===== src/cct_pkg.sv =====
// Shared constants for the capture/compare timer: register offsets,
// bit positions, reset values and clock-select encoding.
// Assumes a byte-wide register port addressed by the printed offsets.
package cct_pkg;
   localparam int ADDR_W = 8;
   localparam int DATA_W = 8;

   // Register offsets
   localparam logic [7:0] OFS_CTRL_TWO = 8'h1A;
   localparam logic [7:0] OFS_CTRL_ONE = 8'h1B;
   localparam logic [7:0] OFS_STATUS   = 8'h1C;
   localparam logic [7:0] OFS_CAP1_HI  = 8'h1D;
   localparam logic [7:0] OFS_CAP1_LO  = 8'h1E;
   localparam logic [7:0] OFS_CMP1_HI  = 8'h1F;
   localparam logic [7:0] OFS_CMP1_LO  = 8'h20;
   localparam logic [7:0] OFS_CNT_HI   = 8'h21;
   localparam logic [7:0] OFS_CNT_LO   = 8'h22;
   localparam logic [7:0] OFS_ALT_HI   = 8'h23;
   localparam logic [7:0] OFS_ALT_LO   = 8'h24;
   localparam logic [7:0] OFS_CAP2_HI  = 8'h25;
   localparam logic [7:0] OFS_CAP2_LO  = 8'h26;
   localparam logic [7:0] OFS_CMP2_HI  = 8'h27;
   localparam logic [7:0] OFS_CMP2_LO  = 8'h28;

   // Control one bits
   localparam int B_CAP_IE = 7;
   localparam int B_CMP_IE = 6;
   localparam int B_OVF_IE = 5;
   localparam int B_FORCE2 = 4;
   localparam int B_FORCE1 = 3;
   localparam int B_LVL2   = 2;
   localparam int B_EDGE1  = 1;
   localparam int B_LVL1   = 0;
   // Control two bits
   localparam int B_PIN1_EN  = 7;
   localparam int B_PIN2_EN  = 6;
   localparam int B_SINGLE   = 5;
   localparam int B_PWM      = 4;
   localparam int B_CLK_LSB  = 2;
   localparam int B_EDGE2    = 1;
   localparam int B_EXT_EDGE = 0;
   // Status bits; flag vector index k sits at status bit k+3
   localparam int B_DIS  = 2;
   localparam int F_CAP1 = 4;
   localparam int F_CMP1 = 3;
   localparam int F_OVF  = 2;
   localparam int F_CAP2 = 1;
   localparam int F_CMP2 = 0;

   // Reset values and counter limits
   localparam logic [7:0]  CTRL_RESET    = 8'h00;
   localparam logic [7:0]  CMP_HI_RESET  = 8'h80;
   localparam logic [7:0]  CMP_LO_RESET  = 8'h00;
   localparam logic [15:0] COUNTER_RESET = 16'hFFFC;
   localparam logic [15:0] COUNTER_TOP   = 16'hFFFF;

   // Prescaler terminal counts for divide by 2, 4 and 8
   localparam logic [2:0] DIV2_LAST = 3'h1;
   localparam logic [2:0] DIV4_LAST = 3'h3;
   localparam logic [2:0] DIV8_LAST = 3'h7;

   typedef enum logic [1:0] {CLK_DIV4, CLK_DIV2, CLK_DIV8, CLK_EXT} cct_clk_t;
endpackage


===== src/cct_tick_if.sv =====
// Carrier between the timer core and its tick generator.
// Assumes both ends run on the same clock.
`timescale 1ns/1ps
interface cct_tick_if;
   cct_pkg::cct_clk_t clock_select;
   logic              ext_edge;
   logic              freeze;
   logic              ext_pin;
   logic              tick;

   modport gen  (input clock_select, ext_edge, freeze, ext_pin, output tick);
   modport user (output clock_select, ext_edge, freeze, ext_pin, input tick);
endinterface


===== src/cct_capture_edge.sv =====
// Capture input edge detector with arming during halt.
// Assumes the pin is synchronous; wake pulses on the halt exit cycle.
`timescale 1ns/1ps
module cct_capture_edge (
   input  wire logic clock,
   input  wire logic rst_b,
   input  wire logic pin,
   input  wire logic rising,
   input  wire logic halt,
   input  wire logic wake,
   output logic      hit
);
   logic prev;
   logic armed;
   logic edge_seen;

   assign edge_seen = rising ? (pin & !prev) : (!pin & prev);

   // Pin history and halt arming
   always_ff @(posedge clock or negedge rst_b) begin
      if (!rst_b) begin
         prev  <= 1'b0;
         armed <= 1'b0;
      end else begin
         prev <= pin;
         if (halt && edge_seen) begin
            armed <= 1'b1;
         end else if (wake) begin
            armed <= 1'b0;
         end
      end
   end

   // Live edge, or the armed edge replayed at halt exit
   assign hit = !halt && (edge_seen || (wake && armed));
endmodule


===== src/cct_tick_gen.sv =====
// Counter tick source: CPU clock prescaler or external clock edges.
// Assumes the external pin is already synchronous to the clock.
`timescale 1ns/1ps
module cct_tick_gen #(
   parameter bit HAS_EXT_CLOCK = 1'b1
) (
   input  wire logic clock,
   input  wire logic rst_b,
   cct_tick_if.gen   tk
);
   import cct_pkg::*;

   logic [2:0] div_count;
   logic [2:0] div_last;
   logic       ext_prev;
   logic       ext_hit;

   // Terminal count per selected divider
   always_comb begin
      case (tk.clock_select)
         CLK_DIV2: div_last = DIV2_LAST;
         CLK_DIV8: div_last = DIV8_LAST;
         default:  div_last = DIV4_LAST;
      endcase
   end

   // Prescaler, held while frozen
   always_ff @(posedge clock or negedge rst_b) begin
      if (!rst_b) begin
         div_count <= 3'h0;
      end else if (!tk.freeze) begin
         div_count <= (div_count >= div_last) ? 3'h0 : div_count + 3'h1;
      end
   end

   // External pin history for edge detection
   always_ff @(posedge clock or negedge rst_b) begin
      if (!rst_b) begin
         ext_prev <= 1'b0;
      end else begin
         ext_prev <= tk.ext_pin;
      end
   end

   assign ext_hit = tk.ext_edge ? (tk.ext_pin & !ext_prev) : (!tk.ext_pin & ext_prev);

   // One tick per divider period or per chosen external edge
   always_comb begin
      if (tk.freeze) begin
         tk.tick = 1'b0;
      end else if (tk.clock_select == CLK_EXT) begin
         tk.tick = HAS_EXT_CLOCK & ext_hit;
      end else begin
         tk.tick = (div_count >= div_last);
      end
   end
endmodule


===== src/cct_timer.sv =====
// 16-bit capture/compare timer core with byte register port,
// two capture inputs, two compare pins and one interrupt line.
// Assumes all inputs are synchronous to CLOCK; pads resolve pin enables.
//
// The placing of the registers and strobed register access were left to the implementer.
`timescale 1ns/1ps
module cct_timer #(
   parameter bit HAS_EXT_CLOCK = 1'b1
) (
   input  wire logic                      CLOCK,
   input  wire logic                      RST_B,
   input  wire logic [cct_pkg::ADDR_W-1:0] ADDR,
   input  wire logic [cct_pkg::DATA_W-1:0] WDATA,
   input  wire logic                      WR,
   input  wire logic                      RD,
   output logic      [cct_pkg::DATA_W-1:0] RDATA,
   input  wire logic                      CAPTURE_PIN_ONE,
   input  wire logic                      CAPTURE_PIN_TWO,
   input  wire logic                      EXT_CLOCK_PIN,
   input  wire logic                      HALT,
   input  wire logic                      GLOBAL_MASK,
   output logic                           COMPARE_PIN_ONE,
   output logic                           COMPARE_PIN_ONE_OE,
   output logic                           COMPARE_PIN_TWO,
   output logic                           COMPARE_PIN_TWO_OE,
   output logic                           IRQ
);
   import cct_pkg::*;

   // Registers and state
   logic [7:0]  ctrl_one;
   logic [7:0]  ctrl_two;
   logic        timer_disable;
   logic [15:0] counter;
   logic [15:0] capture_value_one;
   logic [15:0] capture_value_two;
   logic [15:0] cmp_value [2];
   logic [15:0] cmp_shadow [2];
   logic [7:0]  cmp_high_hold [2];
   logic [4:0]  flag;
   logic [4:0]  status_seen;
   logic        tick_d;
   logic        halt_d;

   // Combinational helpers
   logic [4:0]  flag_set;
   logic [4:0]  flag_clr;
   logic [4:0]  low_access;
   logic [1:0]  match;
   logic [1:0]  cap_hit;
   logic [15:0] target [2];
   logic        pwm_mode;
   logic        one_pulse;
   logic        div2_sel;
   logic        wake;
   logic        opm_trig;
   logic        pwm_period;
   logic        cnt_reset_wr;
   logic        counter_reload;
   logic        rd_status;
   logic        wr_ctrl_one;
   logic        irq_cause;
   logic [7:0]  next_rdata;

   cct_tick_if tk ();

   // Mode decode; PWM wins over single pulse
   assign pwm_mode  = ctrl_two[B_PWM];
   assign one_pulse = ctrl_two[B_SINGLE] & !ctrl_two[B_PWM];
   assign div2_sel  = (tk.clock_select == CLK_DIV2);
   assign wake      = halt_d & !HALT;

   // Tick generator hookup; wait is not a freeze condition
   assign tk.clock_select = cct_clk_t'(ctrl_two[B_CLK_LSB +: 2]);
   assign tk.ext_edge     = ctrl_two[B_EXT_EDGE];
   assign tk.freeze       = timer_disable | HALT;
   assign tk.ext_pin      = EXT_CLOCK_PIN;

   cct_tick_gen #(
      .HAS_EXT_CLOCK (HAS_EXT_CLOCK)
   ) u_tick (
      .clock (CLOCK),
      .rst_b (RST_B),
      .tk    (tk)
   );

   // Capture edge detectors
   cct_capture_edge u_cap_one (
      .clock  (CLOCK),
      .rst_b  (RST_B),
      .pin    (CAPTURE_PIN_ONE),
      .rising (ctrl_one[B_EDGE1]),
      .halt   (HALT),
      .wake   (wake),
      .hit    (cap_hit[0])
   );

   cct_capture_edge u_cap_two (
      .clock  (CLOCK),
      .rst_b  (RST_B),
      .pin    (CAPTURE_PIN_TWO),
      .rising (ctrl_two[B_EDGE2]),
      .halt   (HALT),
      .wake   (wake),
      .hit    (cap_hit[1])
   );

   // Register port access strobes
   assign rd_status    = RD && (ADDR == OFS_STATUS);
   assign wr_ctrl_one  = WR && (ADDR == OFS_CTRL_ONE);
   assign cnt_reset_wr = WR && ((ADDR == OFS_CNT_LO) || (ADDR == OFS_ALT_LO));
   assign low_access[F_CAP1] = (RD || WR) && (ADDR == OFS_CAP1_LO);
   assign low_access[F_CMP1] = (RD || WR) && (ADDR == OFS_CMP1_LO);
   assign low_access[F_OVF]  = (RD || WR) && (ADDR == OFS_CNT_LO);
   assign low_access[F_CAP2] = (RD || WR) && (ADDR == OFS_CAP2_LO);
   assign low_access[F_CMP2] = (RD || WR) && (ADDR == OFS_CMP2_LO);

   // Compare channels: locked buffer, PWM shadow, match detect
   for (genvar i = 0; i < 2; i++) begin : g_cmp
      localparam logic [7:0] OFS_HI = (i == 0) ? OFS_CMP1_HI : OFS_CMP2_HI;
      localparam logic [7:0] OFS_LO = (i == 0) ? OFS_CMP1_LO : OFS_CMP2_LO;

      // High byte waits in a hold register until the low byte lands
      always_ff @(posedge CLOCK or negedge RST_B) begin
         if (!RST_B) begin
            cmp_high_hold[i] <= CMP_HI_RESET;
            cmp_value[i]     <= {CMP_HI_RESET, CMP_LO_RESET};
         end else if (WR && ADDR == OFS_HI) begin
            cmp_high_hold[i] <= WDATA;
         end else if (WR && ADDR == OFS_LO) begin
            cmp_value[i] <= {cmp_high_hold[i], WDATA};
         end
      end

      // Shadow follows outside PWM, reloads only at period end in PWM
      always_ff @(posedge CLOCK or negedge RST_B) begin
         if (!RST_B) begin
            cmp_shadow[i] <= {CMP_HI_RESET, CMP_LO_RESET};
         end else if (!pwm_mode || pwm_period) begin
            cmp_shadow[i] <= cmp_value[i];
         end
      end

      assign target[i] = pwm_mode ? cmp_shadow[i] : cmp_value[i];
      // Matches sampled the cycle after each count step
      assign match[i]  = tick_d && (counter == (div2_sel ? target[i]
                                                         : 16'(target[i] + 16'h0001)));
   end

   assign opm_trig       = one_pulse & cap_hit[0];
   assign pwm_period     = pwm_mode & match[1];
   assign counter_reload = cnt_reset_wr | opm_trig | pwm_period;

   // Counter: write reset, pulse/PWM reload, then tick
   always_ff @(posedge CLOCK or negedge RST_B) begin
      if (!RST_B) begin
         counter <= COUNTER_RESET;
      end else if (counter_reload) begin
         counter <= COUNTER_RESET;
      end else if (tk.tick) begin
         counter <= counter + 16'h0001;
      end
   end

   // Tick and halt history
   always_ff @(posedge CLOCK or negedge RST_B) begin
      if (!RST_B) begin
         tick_d <= 1'b0;
         halt_d <= 1'b0;
      end else begin
         tick_d <= tk.tick;
         halt_d <= HALT;
      end
   end

   // Capture registers; capture one is disconnected in PWM
   always_ff @(posedge CLOCK or negedge RST_B) begin
      if (!RST_B) begin
         capture_value_one <= 16'h0000;
         capture_value_two <= 16'h0000;
      end else begin
         if (cap_hit[0] && !pwm_mode) begin
            capture_value_one <= counter;
         end
         if (cap_hit[1]) begin
            capture_value_two <= counter;
         end
      end
   end

   // Flag set sources
   assign flag_set[F_CAP1] = (cap_hit[0] & !pwm_mode) | pwm_period;
   assign flag_set[F_CMP1] = match[0] & !pwm_mode & !one_pulse;
   assign flag_set[F_OVF]  = tk.tick & (counter == COUNTER_TOP);
   assign flag_set[F_CAP2] = cap_hit[1];
   assign flag_set[F_CMP2] = match[1] & !pwm_mode;
   assign flag_clr         = status_seen & low_access;

   // Per-flag two-step clear; a set in the clear cycle wins
   for (genvar k = 0; k < 5; k++) begin : g_flag
      always_ff @(posedge CLOCK or negedge RST_B) begin
         if (!RST_B) begin
            flag[k]        <= 1'b0;
            status_seen[k] <= 1'b0;
         end else begin
            flag[k] <= flag_set[k] | (flag[k] & !flag_clr[k]);
            if (rd_status) begin
               status_seen[k] <= flag[k];
            end else if (flag_clr[k]) begin
               status_seen[k] <= 1'b0;
            end
         end
      end
   end

   // Control and disable registers
   always_ff @(posedge CLOCK or negedge RST_B) begin
      if (!RST_B) begin
         ctrl_one      <= CTRL_RESET;
         ctrl_two      <= CTRL_RESET;
         timer_disable <= 1'b0;
      end else begin
         if (wr_ctrl_one) begin
            ctrl_one <= WDATA;
         end
         if (WR && ADDR == OFS_CTRL_TWO) begin
            ctrl_two <= WDATA;
         end
         if (WR && ADDR == OFS_STATUS) begin
            timer_disable <= WDATA[B_DIS];
         end
      end
   end

   // Compare pin one level: pulse start, period start, match, force
   always_ff @(posedge CLOCK or negedge RST_B) begin
      if (!RST_B) begin
         COMPARE_PIN_ONE <= 1'b0;
      end else if (opm_trig || pwm_period) begin
         COMPARE_PIN_ONE <= ctrl_one[B_LVL2];
      end else if (match[0]) begin
         COMPARE_PIN_ONE <= ctrl_one[B_LVL1];
      end else if (wr_ctrl_one && WDATA[B_FORCE1] && !one_pulse && !pwm_mode) begin
         COMPARE_PIN_ONE <= WDATA[B_LVL1];
      end
   end

   // Compare pin two level: match outside pulse/PWM, or force
   always_ff @(posedge CLOCK or negedge RST_B) begin
      if (!RST_B) begin
         COMPARE_PIN_TWO <= 1'b0;
      end else if (match[1] && !one_pulse && !pwm_mode) begin
         COMPARE_PIN_TWO <= ctrl_one[B_LVL2];
      end else if (wr_ctrl_one && WDATA[B_FORCE2] && !one_pulse && !pwm_mode) begin
         COMPARE_PIN_TWO <= WDATA[B_LVL2];
      end
   end

   // Pin routing only; compare logic above runs regardless
   always_ff @(posedge CLOCK or negedge RST_B) begin
      if (!RST_B) begin
         COMPARE_PIN_ONE_OE <= 1'b0;
         COMPARE_PIN_TWO_OE <= 1'b0;
      end else begin
         COMPARE_PIN_ONE_OE <= ctrl_two[B_PIN1_EN] & !timer_disable;
         COMPARE_PIN_TWO_OE <= ctrl_two[B_PIN2_EN] & !timer_disable;
      end
   end

   // Shared request; held off in halt so it never ends halt
   assign irq_cause = ((flag[F_CAP1] | flag[F_CAP2]) & ctrl_one[B_CAP_IE])
                    | ((flag[F_CMP1] | flag[F_CMP2]) & ctrl_one[B_CMP_IE])
                    | (flag[F_OVF] & ctrl_one[B_OVF_IE]);

   always_ff @(posedge CLOCK or negedge RST_B) begin
      if (!RST_B) begin
         IRQ <= 1'b0;
      end else begin
         IRQ <= irq_cause & !GLOBAL_MASK & !HALT;
      end
   end

   // Read data mux
   always_comb begin
      if (ADDR == OFS_CTRL_TWO) begin
         next_rdata = ctrl_two;
      end else if (ADDR == OFS_CTRL_ONE) begin
         next_rdata = ctrl_one;
      end else if (ADDR == OFS_STATUS) begin
         next_rdata = {flag, timer_disable, 2'b00};
      end else if (ADDR == OFS_CAP1_HI) begin
         next_rdata = capture_value_one[15:8];
      end else if (ADDR == OFS_CAP1_LO) begin
         next_rdata = capture_value_one[7:0];
      end else if (ADDR == OFS_CMP1_HI) begin
         next_rdata = cmp_high_hold[0];
      end else if (ADDR == OFS_CMP1_LO) begin
         next_rdata = cmp_value[0][7:0];
      end else if (ADDR == OFS_CNT_HI || ADDR == OFS_ALT_HI) begin
         next_rdata = counter[15:8];
      end else if (ADDR == OFS_CNT_LO || ADDR == OFS_ALT_LO) begin
         next_rdata = counter[7:0];
      end else if (ADDR == OFS_CAP2_HI) begin
         next_rdata = capture_value_two[15:8];
      end else if (ADDR == OFS_CAP2_LO) begin
         next_rdata = capture_value_two[7:0];
      end else if (ADDR == OFS_CMP2_HI) begin
         next_rdata = cmp_high_hold[1];
      end else if (ADDR == OFS_CMP2_LO) begin
         next_rdata = cmp_value[1][7:0];
      end else begin
         next_rdata = 8'h00;
      end
   end

   always_ff @(posedge CLOCK or negedge RST_B) begin
      if (!RST_B) begin
         RDATA <= 8'h00;
      end else begin
         RDATA <= RD ? next_rdata : 8'h00;
      end
   end
endmodule


===== config.mk =====
export PLATFORM = sky130hd
export DESIGN_NAME = cct_timer
export DESIGN_NICKNAME = d
export VERILOG_FILES = /design/src/cct_pkg.sv /design/src/cct_tick_if.sv /design/src/cct_capture_edge.sv /design/src/cct_tick_gen.sv /design/src/cct_timer.sv
export SDC_FILE = /design/constraint.sdc
export NUM_CORES = 1
export LEC_CHECK = 0
export ABC_CLOCK_PERIOD_IN_PS = 4930
export BUFFER_PORTS_ARGS = -buffer_cell sky130_fd_sc_hd__buf_2
export CAP_MARGIN = 20
export CORE_ASPECT_RATIO = 0.8
export CORE_MARGIN = 2
export CORE_UTILIZATION = 50
export DETAILED_ROUTE_END_ITERATION = 12
export PLACE_DENSITY_LB_ADDON = 0.2
export SLEW_MARGIN = 10
export SYNTH_ARGS = -nofsm -noshare
export SYNTH_HDL_FRONTEND = slang
export SYNTH_SLANG_ARGS = --single-unit

===== constraint.sdc =====
create_clock -name CLOCK -period 4.93 [get_ports CLOCK]
set_input_delay 0.986 -clock CLOCK [delete_from_list [all_inputs] [get_ports CLOCK]]
set_output_delay 0.986 -clock CLOCK [all_outputs]
set_load 0.05 [all_outputs]

==> impl.org, run 1 <==
** Yosys
- Number of warnings printed during yosys synthesis :: 0
- Most numerous cell in the Yosys netlist :: dfrtp_1
- Combined area of all synthesized cells :: 10020 um2
- Cell type with the largest total area after synthesis :: dfrtp_1
- Ys async rst share :: 1.000
- Most area-consuming cells after synthesis :: dfrtp_1 39%, mux2_2 12%, dfstp_2 5.2%
- After synthesis, the most frequently instantiated cells are 158 x dfrtp_1, 109 x mux2_2, 77 x nand2_1.
- In the synthesized netlist, the number of instances is 911.
- Distinct cells, synth :: 77
- Net count after synthesis :: 942
- Flip-flop and latch count after synthesis :: 178
- The share of the Yosys chip area taken by registers is 0.4470.
- Fraction of synthesized cell area taken by the top area cell type :: 0.3946
- Counting flops with a built-in enable in the synthesized netlist gives 0.
- Among all flip-flop cells after synthesis, the most frequent one is dfrtp_1.
- In this run the mean area of a mapped cell was 11.00 um2.

** Outcome
- Status :: finished, final reports clean

** Final layout
- ANT cells :: 0
- After filler insertion, the fill cell instance count of the layout stands at 1708.
- Layout cells sized above 1 :: 0.2766
- Final layout net count :: 958
- For this run, the share of the core covered by cells in the final layout is 0.5531.
- Reg area :: 4481 um2
- The area growth from synthesis to layout is 8.965%.
- In the final layout, the multi-input gates occupy 5196 um2.

** Detailed routing
- TritonRoute pass-1 iters :: 6
- Summing over every cut layer, the via total after detailed routing is 7459.
- Dividing the detail-routed via count by the number of cells gives 6.195.
- The detailed router finished its first iteration with 821 violations.
- Number of design rule violations left after detail routing :: 0
- Average wire per standard cell :: 24.16 um
- Residual antenna-violating net count after detailed routing :: 0
- Post-Route WL :: 29090 um

** GRT
- In the global route stage, overall resource usage came out at 0.2832.
- First-pass GRT wire length :: 43760 um
- Entering global routing, the biggest net connects 102 pins.
- The number of global-route vias before repair was 6951.
- For this run the aggregate overflow at the end of global routing stands at 0.
- Initial antenna violation count :: 0

** Power and ir drop
- Cell leakage power :: 4.692 nW
- Largest vdd supply drop :: 326.3 uV
- For this design the ratio of total power to cell area is 391.9 nW/um2.

** STA
- The final hold violation count was 0.
- Slew @ Worst Pin :: 847.1 ps
- Final sum of negative setup slack :: 0 ps
- Maximum frequency from static timing analysis :: 252.8 MHz
- Unrepaired setup endpoints after global routing :: no
- On the final layout, the worst clock skew is 14.70 ps.
- Max-slew violation total from the final report :: 0
- Of the available clock period, the critical path in the final layout requires 0.8025.
- Post-layout minimum cycle time :: 3956 ps
- Setup violation total in the final timing report :: 0
- In this run the tightest slew margin relative to its limit is 0.4309.

** Clocking
- The clock reaches the later pin of the worst-skew pair after 450 ps.
- Buffers inserted to repair hold after CTS numbered 0.
- Sink count of the clock tree :: 178
- Number of buffers created by CTS :: 17
- Clock tree from TritonCTS :: built
- Gates resized during post-CTS repair numbered 0.
- Total number of H-tree levels :: 4
- After clock tree synthesis, the clock-pin slew on the worst setup and hold paths is 70 ps.
- The clock passes through at most 2 buffers.
- In this run the clock root is driven by a clkbuf_16.
- Post-CTS timing repair inserted 0 buffers for setup.

** Placement
- GPL Wtd Cong :: 0.9712
- Input/output buffers :: 37
- Detail Placement HPWL :: 20470 um

** Setup path
- Critical path data arrival time :: 4280 ps
- Ordered list of cells on the worst path :: mux2i_1, inv_1, ha_1, a21boi_4, nand4_2, mux2_4, o22ai_1, o2111ai_1, or3_4, nand2_8, mux2_2
- Startpoint Class :: flop
- Library cell contributing the largest single delay on the critical path :: dfrtp_2
- Required arrival time at the worst endpoint :: 5260 ps
- Type of the worst setup path :: reg2reg
- Maximum fanout along the worst path :: 38
- The largest single stage delay on the critical path is 900 ps.
- The worst setup path is captured at a flop.

** Flow run
- Max-cap violations in this run came to 0.

** Floorplan
- The floorplan has 46 rows.
- From left edge to right edge, the die measures 162.3 um.
- I/O pins :: 38
- Height of the chip :: 130.6 um
- Starting density of the core :: 0.5076
- Core area :: 19740 um2
- The floorplan step defined a die boundary enclosing 21200 um2.

** Hold path
- Class of the worst hold path :: reg2reg
power by group:
group / total [mW] / internal [mW] / switching (mW)
combinational: 0.788 / 0.393 / 0.395
clock: 1.36 / 0.721 / 0.636
sequential: 2.13 / 1.73 / 0.410
total: 4.28 / 2.84 / 1.44
cells by family after synthesis:
kind of cell,after synthesis,synth area share
buf+inv,65,0.03509
flops,178,0.4470
mux,180,0.2093
simple gates,256,0.1351
compound gates,168,0.1154
fa+ha+maj,6,0.007491
xor+xnor,58,0.05069
metal layers:
| metal | up-vias | part of all wire | GRT usage |
|---|---|---|---|
| li1 | 3370 | - | - |
| met1 | 3742 | 0.50 | 0.4405 |
| met2 | 299 | 0.41 | 0.3850 |
| met3 | 48 | 0.072 | 0.06155 |
| met4 | 0 | 0.024 | 0.1005 |
| met5 | - | 0 | 0 |
cells in the final DEF, fill, tap and decap left out, types with 3 or more instances in the layout:
cell type	n
a211oi_1	4
a21boi_0	3
a21oi_1	43
a221o_1	3
a221oi_1	3
a22o_1	5
a22oi_1	13
a31oi_1	4
a32o_1	3
a32oi_1	4
and2_1	6
and3_1	4
buf_2	36
buf_4	14
clkbuf_16	17
clkinvlp_4	5
dfrtp_1	157
dfstp_2	20
ha_1	6
inv_1	11
mux2_2	109
mux2_4	31
mux2i_1	39
nand2_1	77
nand2b_1	15
nand3_1	31
nand3b_1	15
nand4_1	17
nor2_1	38
nor2b_1	9
nor3_1	18
nor3b_1	5
nor4_1	3
o21a_1	3
o21ai_0	37
o22ai_1	9
o31ai_1	3
xnor2_1	38
xor2_1	20
sequential cells by signal, summed over array words and instances, names as in the netlist, 3 cells and up:
register	flops
status_seen	5
capture_value_one	16
RDATA	8
cmp_shadow	32
ctrl_one	8
capture_value_two	16
ctrl_two	8
cmp_high_hold	16
flag	5
cmp_value	32
u_tick.div_count	3
counter	16
final cells by class:
| class | instances | area share |
|---|---|---|
| clock buffer | 20 | 0.04091 |
| clock inverter | 12 | 0.01146 |
| inverter | 11 | 0.003781 |
| multi-input combinational | 668 | 0.4759 |
| sequential | 178 | 0.4103 |
| tap | 264 | 0.03025 |
| timing repair buffer | 51 | 0.02739 |
metrics by stage:
step / setup WS (ps) / total power [mW] / hold WS (ps) / instances / instance area, um2
after floorplan: 1709 / 2.570 / 438.5 / 911 / 10020
after global placement: 1011 / 2.906 / 455.8 / 1171 / 10340
after detailed placement: 1005 / 2.925 / 458.6 / 1172 / 10350
after CTS: 983.3 / 4.268 / 474.5 / 1204 / 10920
after global routing: 804.2 / 4.442 / 503.2 / 1204 / 10920
final: 973.7 / 4.279 / 475.2 / 1204 / 10920
path summary, 6_finish.rpt:
check	start	endpoint	slack, ps	cells past startpoint
min in group asynchronous	RST_B	cmp_shadow[25]$_DFFE_PN0P_	630	1
min	u_cap_one.armed$_DFFE_PN0P_	u_cap_one.armed$_DFFE_PN0P_	480	2
max	ctrl_two[4]$_DFFE_PN0P_	cmp_shadow[14]$_DFFE_PN0P_	970	11
max in group asynchronous	RST_B	capture_value_one[1]$_DFFE_PN0P_	3250	2
max reg2reg	ctrl_two[4]$_DFFE_PN0P_	cmp_shadow[14]$_DFFE_PN0P_	970	11
min reg2reg	u_cap_one.armed$_DFFE_PN0P_	u_cap_one.armed$_DFFE_PN0P_	480	2
critical path, delay by kind of cell (launching register included):
family          cells  cell delay (ps)
compound gates      3              510
mux                 3             1160
flops               1              900
buf+inv             1               90
simple gates        3              900
fa+ha+maj           1              240
No activity file was read; power rests on OpenSTA's default activity.
==> run 2, diff against run 1 <==
--- a/config.mk
+++ b/config.mk
@@ -5,7 +5,7 @@
 export SDC_FILE = /design/constraint.sdc
 export NUM_CORES = 1
 export LEC_CHECK = 0
-export ABC_CLOCK_PERIOD_IN_PS = 4930
+export ABC_CLOCK_PERIOD_IN_PS = 3800
 export BUFFER_PORTS_ARGS = -buffer_cell sky130_fd_sc_hd__buf_2
 export CAP_MARGIN = 20
 export CORE_ASPECT_RATIO = 0.8
==> constraint.sdc (replaced) <==
create_clock -name CLOCK -period 3.8 [get_ports CLOCK]
set_input_delay 0.76 -clock CLOCK [delete_from_list [all_inputs] [get_ports CLOCK]]
set_output_delay 0.76 -clock CLOCK [all_outputs]
set_load 0.05 [all_outputs]
==> run 2 against run 1 <==
Against the previous run: via count up 1.3%; hold slack worse by 150 ps; setup slack worse by 720 ps; clock-buffer cell count down 1; first-iteration DRC count up 33%; sequential cell count unchanged; register-to-register slack worse by 720 ps; clock skew up 2.8 ps; utilization up 0.82 points; largest power group unchanged; highest routed layer unchanged.
==> impl.org, run 2 (same netlist as run 1, synthesis figures left out) <==
** STA
- Final sum of negative setup slack :: 0 ps (unchanged)
- The actual transition at the worst max-transition pin is 646.4 ps (-200.8 ps).
- Post-layout minimum cycle time :: 3548 ps (-408.0 ps)
- The setup-violating endpoint count in the final report came to 0 (unchanged).
- Share of the clock period used by the worst path :: 0.9338 (+0.1313)
- Unrepaired setup endpoints after global routing :: no
- Max-slew violation total from the final report :: 0 (unchanged)
- The setup slack after layout came to 251.6 ps (-722.0 ps).
- The tightest slew margin relative to the limit is 0.5675 (+0.1366).
- The worst clock skew came to 17.50 ps (+2.804 ps).
- Count of final hold-check violations :: 0 (unchanged)
- The upper clock frequency limit came to 281.8 MHz (+11%).

** GRT
- Pin count of the biggest net entering global routing :: 76 (-25%)
- First-pass GRT wire length :: 44280 um (+1.2%)
- Initial antenna violation count :: 0 (unchanged)
- Total overflow reported by the global router :: 0 (unchanged)
- The global routing usage summed across all routing layers came to 0.2833 (about the same).
- The number of global-route vias before repair was 7115 (+2.4%).

** Setup path
- The worst setup path is captured at a flop.
- Ordered list of cells on the worst path :: nand2b_1, inv_1, a211oi_1, nand4_1, xnor2_1, nor3_1, o2111ai_1, or3_4, nand2_8, mux2_2
- Startpoint of the most critical setup path :: ctrl_two[3]$_DFFE_PN0P_
- Worst reg-to-reg setup slack :: 250 ps (-720 ps)
- The worst setup path is launched from a flop.
- CP peak stage delay :: 480 ps (-420 ps)
- The biggest fanout along the worst timing path is 32 (-16%).
- The depth of the most critical reg-to-reg path was 10 (-1).
- The data arrival at the endpoint of the critical path came to 3860 ps (-420 ps).
- The required time at the endpoint of the critical path is 4120 ps (-1140 ps).
- Type of the worst setup path :: reg2reg
- Worst flop-to-flop path endpoint :: cmp_shadow[16]$_DFFE_PN0P_
- The startpoint identified for the worst register-to-register timing path is ctrl_two[3]$_DFFE_PN0P_.
- Destination of the critical timing path :: cmp_shadow[16]$_DFFE_PN0P_
- Library cell contributing the largest single delay on the critical path :: dfrtp_1

** Placement
- Placed Instance Area :: 10510 um2 (+1.6%)
- The weighted congestion at the end of routability-driven global placement is 0.9803 (+0.94%).
- The HPWL after detailed placement came to 21170 um (+3.4%).
- Worst setup slack before clock tree synthesis :: 250.7 ps (-754.7 ps)
- The count of input and output buffers came to 37 (unchanged).

** Final layout
- The fraction of layout instances using a drive strength above 1 is 0.2915 (+0.01494).
- Compared with the post-synthesis result, the final layout area differs by 10.59%.
- The area occupied by multi-input gates came to 5200 um2 (about the same).
- ANT cells :: 0 (unchanged)
- Reg area :: 4481 um2 (unchanged)
- Core occupancy in the finished layout :: 0.5614 (+0.008239)
- The final-stage net count is 975 (+1.8%).
- Leaving out fill and tap cells, the most frequent cell in the layout is dfrtp_1.
- The total of fill cells in the finished design was 1699 (-0.53%).
- The final design instance area without fill was 11080 um2 (+1.5%).
- Highest-count cells in the layout ignoring fill and taps :: 157 x dfrtp_1, 109 x mux2_2, 77 x nand2_1
- The largest registers in the layout are cmp_shadow: 32 flops, cmp_value: 32 flops.

** Flow run
- The number of maximum-capacitance violations is 0 (unchanged).

** Detailed routing
- The via density per instance is 6.188 (-0.11%).
- The remaining design rule violation count came to 0 (unchanged).
- Via count :: 7556 (+1.3%)
- Post-Route WL :: 28980 um (-0.38%)
- The number of DRC markers in iteration 0 was 1091 (+33%).
- Average wire per standard cell :: 23.73 um (-1.8%)
- The number of detailed-route iterations in the first pass was 6 (unchanged).
- Residual antenna-violating net count after detailed routing :: 0 (unchanged)

** Clocking
- The number of cells upsized or downsized after cts is 0 (unchanged).
- Sink count of the clock tree :: 178 (unchanged)
- The number of hold buffers added after CTS came to 0 (unchanged).
- The H-tree depth was 4 (unchanged).
- The clock insertion delay at the later pin of the skew report came to 440 ps (about the same).
- Clock tree buffer depth :: 2 (unchanged)
- Number of buffers created by CTS :: 17 (unchanged)
- Clock tree from TritonCTS :: built
- The post-CTS setup buffer count is 0 (unchanged).
- The root buffer cell chosen for the clock tree is clkbuf_16.
- The clock transition at the registers of the reported paths is 70 ps (about the same).

** Floorplan
- The initial core utilization is 0.5076 (unchanged).
- Num rows :: 46 (unchanged)
- The area of the core came to 19740 um2 (unchanged).
- The chip width is 162.3 um (unchanged).
- DIE AREA :: 21200 um2 (unchanged)
- I/O pins :: 38 (unchanged)
- Height of the chip :: 130.6 um (unchanged)

** Power and ir drop
- The total chip power was 5.535 mW (+29%).
- The worst-case vdd ir drop was 319.1 uV (-2.2%).
- PD cells :: 499.5 nW/um2 (+27%)
- Cell leakage power :: 4.790 nW (+2.1%)

** Outcome
- Status :: finished, final reports clean

** Hold path
- The path class of the tightest hold or removal check is in2async.
[run 2: cell count changes in the layout (fill, tap and decap cells not counted), moves of 2 or more]
cell / change
inv_6: +2
buf_12: +3
buf_4: +14
clkinvlp_4: -2
[run 2: worst max-delay path, delay by kind of cell (launching register included)]
family | cells | cell delay [ps]
xor+xnor | 1 | 160
mux | 1 | 380
compound gates | 2 | 630
flops | 1 | 480
buf+inv | 1 | 340
simple gates | 5 | 1410
[run 2: how the worst min path moves through the flow]
stage	from	to	slack, ps
after floorplan	u_cap_one.armed$_DFFE_PN0P_	u_cap_one.armed$_DFFE_PN0P_	440
after global placement	u_cap_one.armed$_DFFE_PN0P_	u_cap_one.armed$_DFFE_PN0P_	450
after detailed placement	u_cap_one.armed$_DFFE_PN0P_	u_cap_one.armed$_DFFE_PN0P_	460
after CTS	RST_B	cmp_shadow[19]$_DFFE_PN0P_	370
after global routing	RST_B	cmp_shadow[19]$_DFFE_PN0P_	390
final	RST_B	cmp_shadow[20]$_DFFE_PN0P_	320
[run 2: where the power goes]
group / leakage (nW) / internal (mW) / switching (mW) / total, mW
logic: 2.27 / 0.543 / 0.587 / 1.13
clock network: 0.268 / 0.880 / 0.824 / 1.70
registers: 2.25 / 2.24 / 0.463 / 2.70
total: 4.79 / 3.66 / 1.87 / 5.53
[run 2: final cells by class]
class / instances / area share
Multi-Input combinational cell: 668 / 0.4692
Sequential cell: 178 / 0.4043
Inverter: 11 / 0.003726
Clock inverter: 13 / 0.01106
Tap cell: 264 / 0.02981
Clock buffer: 19 / 0.03997
Timing Repair Buffer: 68 / 0.04189
[run 2: routing by layer]
layer,part of all wire,track usage,vias up
met4,0.025,0.09839,0
li1,-,-,3400
met2,0.40,0.3780,330
met3,0.090,0.06660,55
met1,0.48,0.4437,3771
met5,0,0,-
[run 2: through the flow]
stage	hold WS, ps	instances
after floorplan	438.5	911
final	323.5	1221
after CTS	366.3	1221
after detailed placement	457.2	1189
after global routing	389.7	1221
after global placement	451.0	1189
==> run 3, diff against run 2 <==
--- a/config.mk
+++ b/config.mk
@@ -11,6 +11,7 @@
 export CORE_ASPECT_RATIO = 0.8
 export CORE_MARGIN = 2
 export CORE_UTILIZATION = 50
+export CTS_BUF_LIST = sky130_fd_sc_hd__clkbuf_8
 export DETAILED_ROUTE_END_ITERATION = 12
 export PLACE_DENSITY_LB_ADDON = 0.2
 export SLEW_MARGIN = 10
==> run 3 against run 2 <==
Against the previous run: clock skew about the same; maximum frequency down 1.2%; clock power down 26%; sequential share of layout area up 0.71 points; power down 7.9%; register-to-register slack worse by 40 ps; critical path type unchanged.
==> impl.org, run 3 (same netlist as run 1, synthesis figures left out) <==
** Floorplan
- The I/O pin total is 38 (unchanged).
- Die W :: 162.3 um (unchanged)
- Height of the chip :: 130.6 um (unchanged)
- The area of the core was 19740 um2 (unchanged).
- The floorplan die area is 21200 um2 (unchanged).
- The floorplan row count is 46 (unchanged).
- The initial core utilization came to 0.5076 (unchanged).

** Final layout
- Top Registers :: cmp_shadow: 32 flops, cmp_value: 32 flops
- The library cell used most frequently in the layout, excluding fill and tap cells, is dfrtp_1.
- The fraction of layout instances using a drive strength above 1 is 0.2915 (unchanged).
- The number of antenna repair diodes was 0 (unchanged).
- Leaving out fill and tap cells, the most frequent cells in the layout are 157 x dfrtp_1, 109 x mux2_2, 77 x nand2_1.
- Relative to the synthesized area, the layout overhead comes to 8.677%.
- The final-stage net count was 975 (unchanged).
- Fillers :: 1720 (+1.2%)

** Outcome
- Status :: finished, final reports clean

** Power and ir drop
- Clock power share :: 0.248 (-0.060)
- The internal power component came to 3.270 mW (-11%).
- The combinational group share of total power is 0.222 (+0.018).
- The proportion of power drawn by flip-flops and latches is 0.530 (+0.042).
- The net load switching power came to 1.829 mW (-2.5%).
- The standby leakage power is 4.707 nW (-1.7%).
- The fraction of power spent switching nets came to 0.3586 (+0.01993).
- Largest vdd supply drop :: 319.1 uV (about the same)
- PD cells :: 468.2 nW/um2 (-6.3%)
- The total chip power came to 5.099 mW (-7.9%).

** GRT
- The sum of overflow across all layers after global routing came to 0 (unchanged).
- The number of global-route vias before repair is 7082 (-0.46%).
- The first-pass GRT wire length was 44140 um (-0.33%).
- The number of antenna violations at the first check in global routing was 0 (unchanged).
- The largest net degree at the start of global routing was 76 (unchanged).
- GR Util All Layers :: 0.2823 (-0.001058)

** Detailed routing
- The number of detailed-route iterations in the first pass is 5 (-1).
- The number of antenna-violating nets in the routed design was 0 (unchanged).
- The number of vias in the routed layout was 7529 (-0.36%).
- Via density per instance :: 6.166 (-0.36%)
- Average wire per standard cell :: 23.70 um (-0.13%)
- Number of design rule violations left after detail routing :: 0 (unchanged)
- The overall routed net length was 28940 um (-0.13%).
- DR iter-0 viols :: 874 (-20%)

** Placement
- GPL Wtd Cong :: 0.9803 (unchanged)
- The setup slack after placement came to 250.7 ps (unchanged).
- The count of input and output buffers came to 37 (unchanged).
- The HPWL after detailed placement came to 21170 um (unchanged).

** Setup path
- The critical path goes through nand2b_1, inv_1, a211oi_1, nand4_1, xnor2_1, nor3_1, o2111ai_1, or3_4, nand2_8, mux2_2.
- The worst setup path is captured at a flop.
- Required arrival time at the worst endpoint :: 4160 ps (+40 ps)
- Type of the worst setup path :: reg2reg
- The delay of the slowest critical-path stage is 490 ps (about the same).
- Worst reg-to-reg setup slack :: 210 ps (-40 ps)
- Startpoint Class :: flop
- The biggest fanout along the worst timing path came to 32 (unchanged).
- The data arrival at the endpoint of the critical path was 3950 ps (+90 ps).
- On the critical path, the stage with the largest delay is an instance of dfrtp_1.

** Clocking
- Count of hold buffers inserted by post-cts repair :: 0 (unchanged)
- Clk Tree Root Cell :: clkbuf_8
- Clock-pin slew on the worst setup and hold paths :: 110 ps (+40 ps)
- The H-tree depth is 4 (unchanged).
- The number of sinks driven by the clock tree is 178 (unchanged).
- Clock tree from TritonCTS :: built
- The clock insertion delay at the later pin of the skew report was 480 ps (+40 ps).
- Number of buffers created by CTS :: 17 (unchanged)
- The maximum number of buffers from clock root to sink is 2 (unchanged).

** Flow run
- The number of maximum-capacitance violations came to 0 (unchanged).

** STA
- Post-route worst setup slack :: 208.0 ps (-43.61 ps)
- The shortest clock period the worst path allows after layout is 3592 ps (+43.61 ps).
- The final hold violation count was 0 (unchanged).
- Unrepaired setup endpoints after global routing :: no
- The setup TNS was 0 ps (unchanged).
- Post-route clock skew :: 17.45 ps (-0.05020 ps)
- Setup violation total in the final timing report :: 0 (unchanged)
- Final worst hold slack :: 276.9 ps (-46.57 ps)
- The tightest slew margin relative to the limit is 0.5730 (+0.005556).
- Maximum frequency from static timing analysis :: 278.4 MHz (-1.2%)
- Max-slew violation total from the final report :: 0 (unchanged)
- The share of the clock period used by the worst path after layout came to 0.9453 (+0.01148).
- Slew @ Worst Pin :: 638.1 ps (-8.303 ps)

** Hold path
- Class of the worst hold path :: in2async
run 3: cell types whose count changed in the layout (fill, tap and decap cells not counted), sizes merged:
| cell | before | now |
|---|---|---|
| clkbuf | 20 | 19 |
| inv | 17 | 18 |
run 3: power by group through the flow:
stage	combinational [mW]	clock (mW)	sequential, mW
final	1.13	1.26	2.70
after global routing	1.24	1.36	2.72
after CTS	1.12	1.28	2.68
after detailed placement	1.12	0	2.72
after global placement	1.10	0	2.71
after floorplan	0.943	0	2.39
run 3: through the flow:
step / utilization / std cells / instance area, um2
floorplan: - / 911 / 10020
global placement: 0.5325 / 1189 / 10510
detailed placement: 0.5325 / 1189 / 10510
CTS: 0.5515 / 1221 / 10890
global route: 0.5517 / 1221 / 10890
finish: 0.5517 / 1221 / 10890
run 3: path summary, 6_finish.rpt:
kind,from,endpoint,cells past startpoint
max,ctrl_two[3]$_DFFE_PN0P_,cmp_shadow[16]$_DFFE_PN0P_,10
min,RST_B,cmp_shadow[20]$_DFFE_PN0P_,1
max reg2reg,ctrl_two[3]$_DFFE_PN0P_,cmp_shadow[16]$_DFFE_PN0P_,10
min reg2reg,u_cap_one.armed$_DFFE_PN0P_,u_cap_one.armed$_DFFE_PN0P_,2
max in group asynchronous,RST_B,counter[5]$_DFFE_PN1P_,2
min in group CLOCK,CAPTURE_PIN_TWO,u_cap_two.prev$_DFF_PN0_,1
run 3: layout make-up:
class,instances,area (um2),share of cell area
multi-input combinational,668,5200,0.4775
sequential,178,4481,0.4114
timing repair buffer,68,464.2,0.04262
tap,264,330.3,0.03033
clock buffer,18,247.7,0.02275
clock inverter,14,126.4,0.01160
inverter,11,41.29,0.003791
run 3: per-layer routing:
layer / up-vias / GRT usage / part of all wire
met2: 339 / 0.3790 / 0.40
met1: 3750 / 0.4421 / 0.48
met4: 0 / 0.09110 / 0.024
met3: 44 / 0.06723 / 0.095
met5: - / 0 / 0
li1: 3396 / - / -
run 3: repair_timing:
item                                    in CTS  in global routing
gates resized for setup                      0                  1
hold endpoints to repair                     0                  0
setup buffers                                0                  0
endpoints found under the setup margin       0                  9
run 3: critical path: cells and delay by family (launching register included):
family          cells  cell delay (ps)
flops               1              490
simple gates        5             1410
xor+xnor            1              160
compound gates      2              650
mux                 1              380
buf+inv             1              350
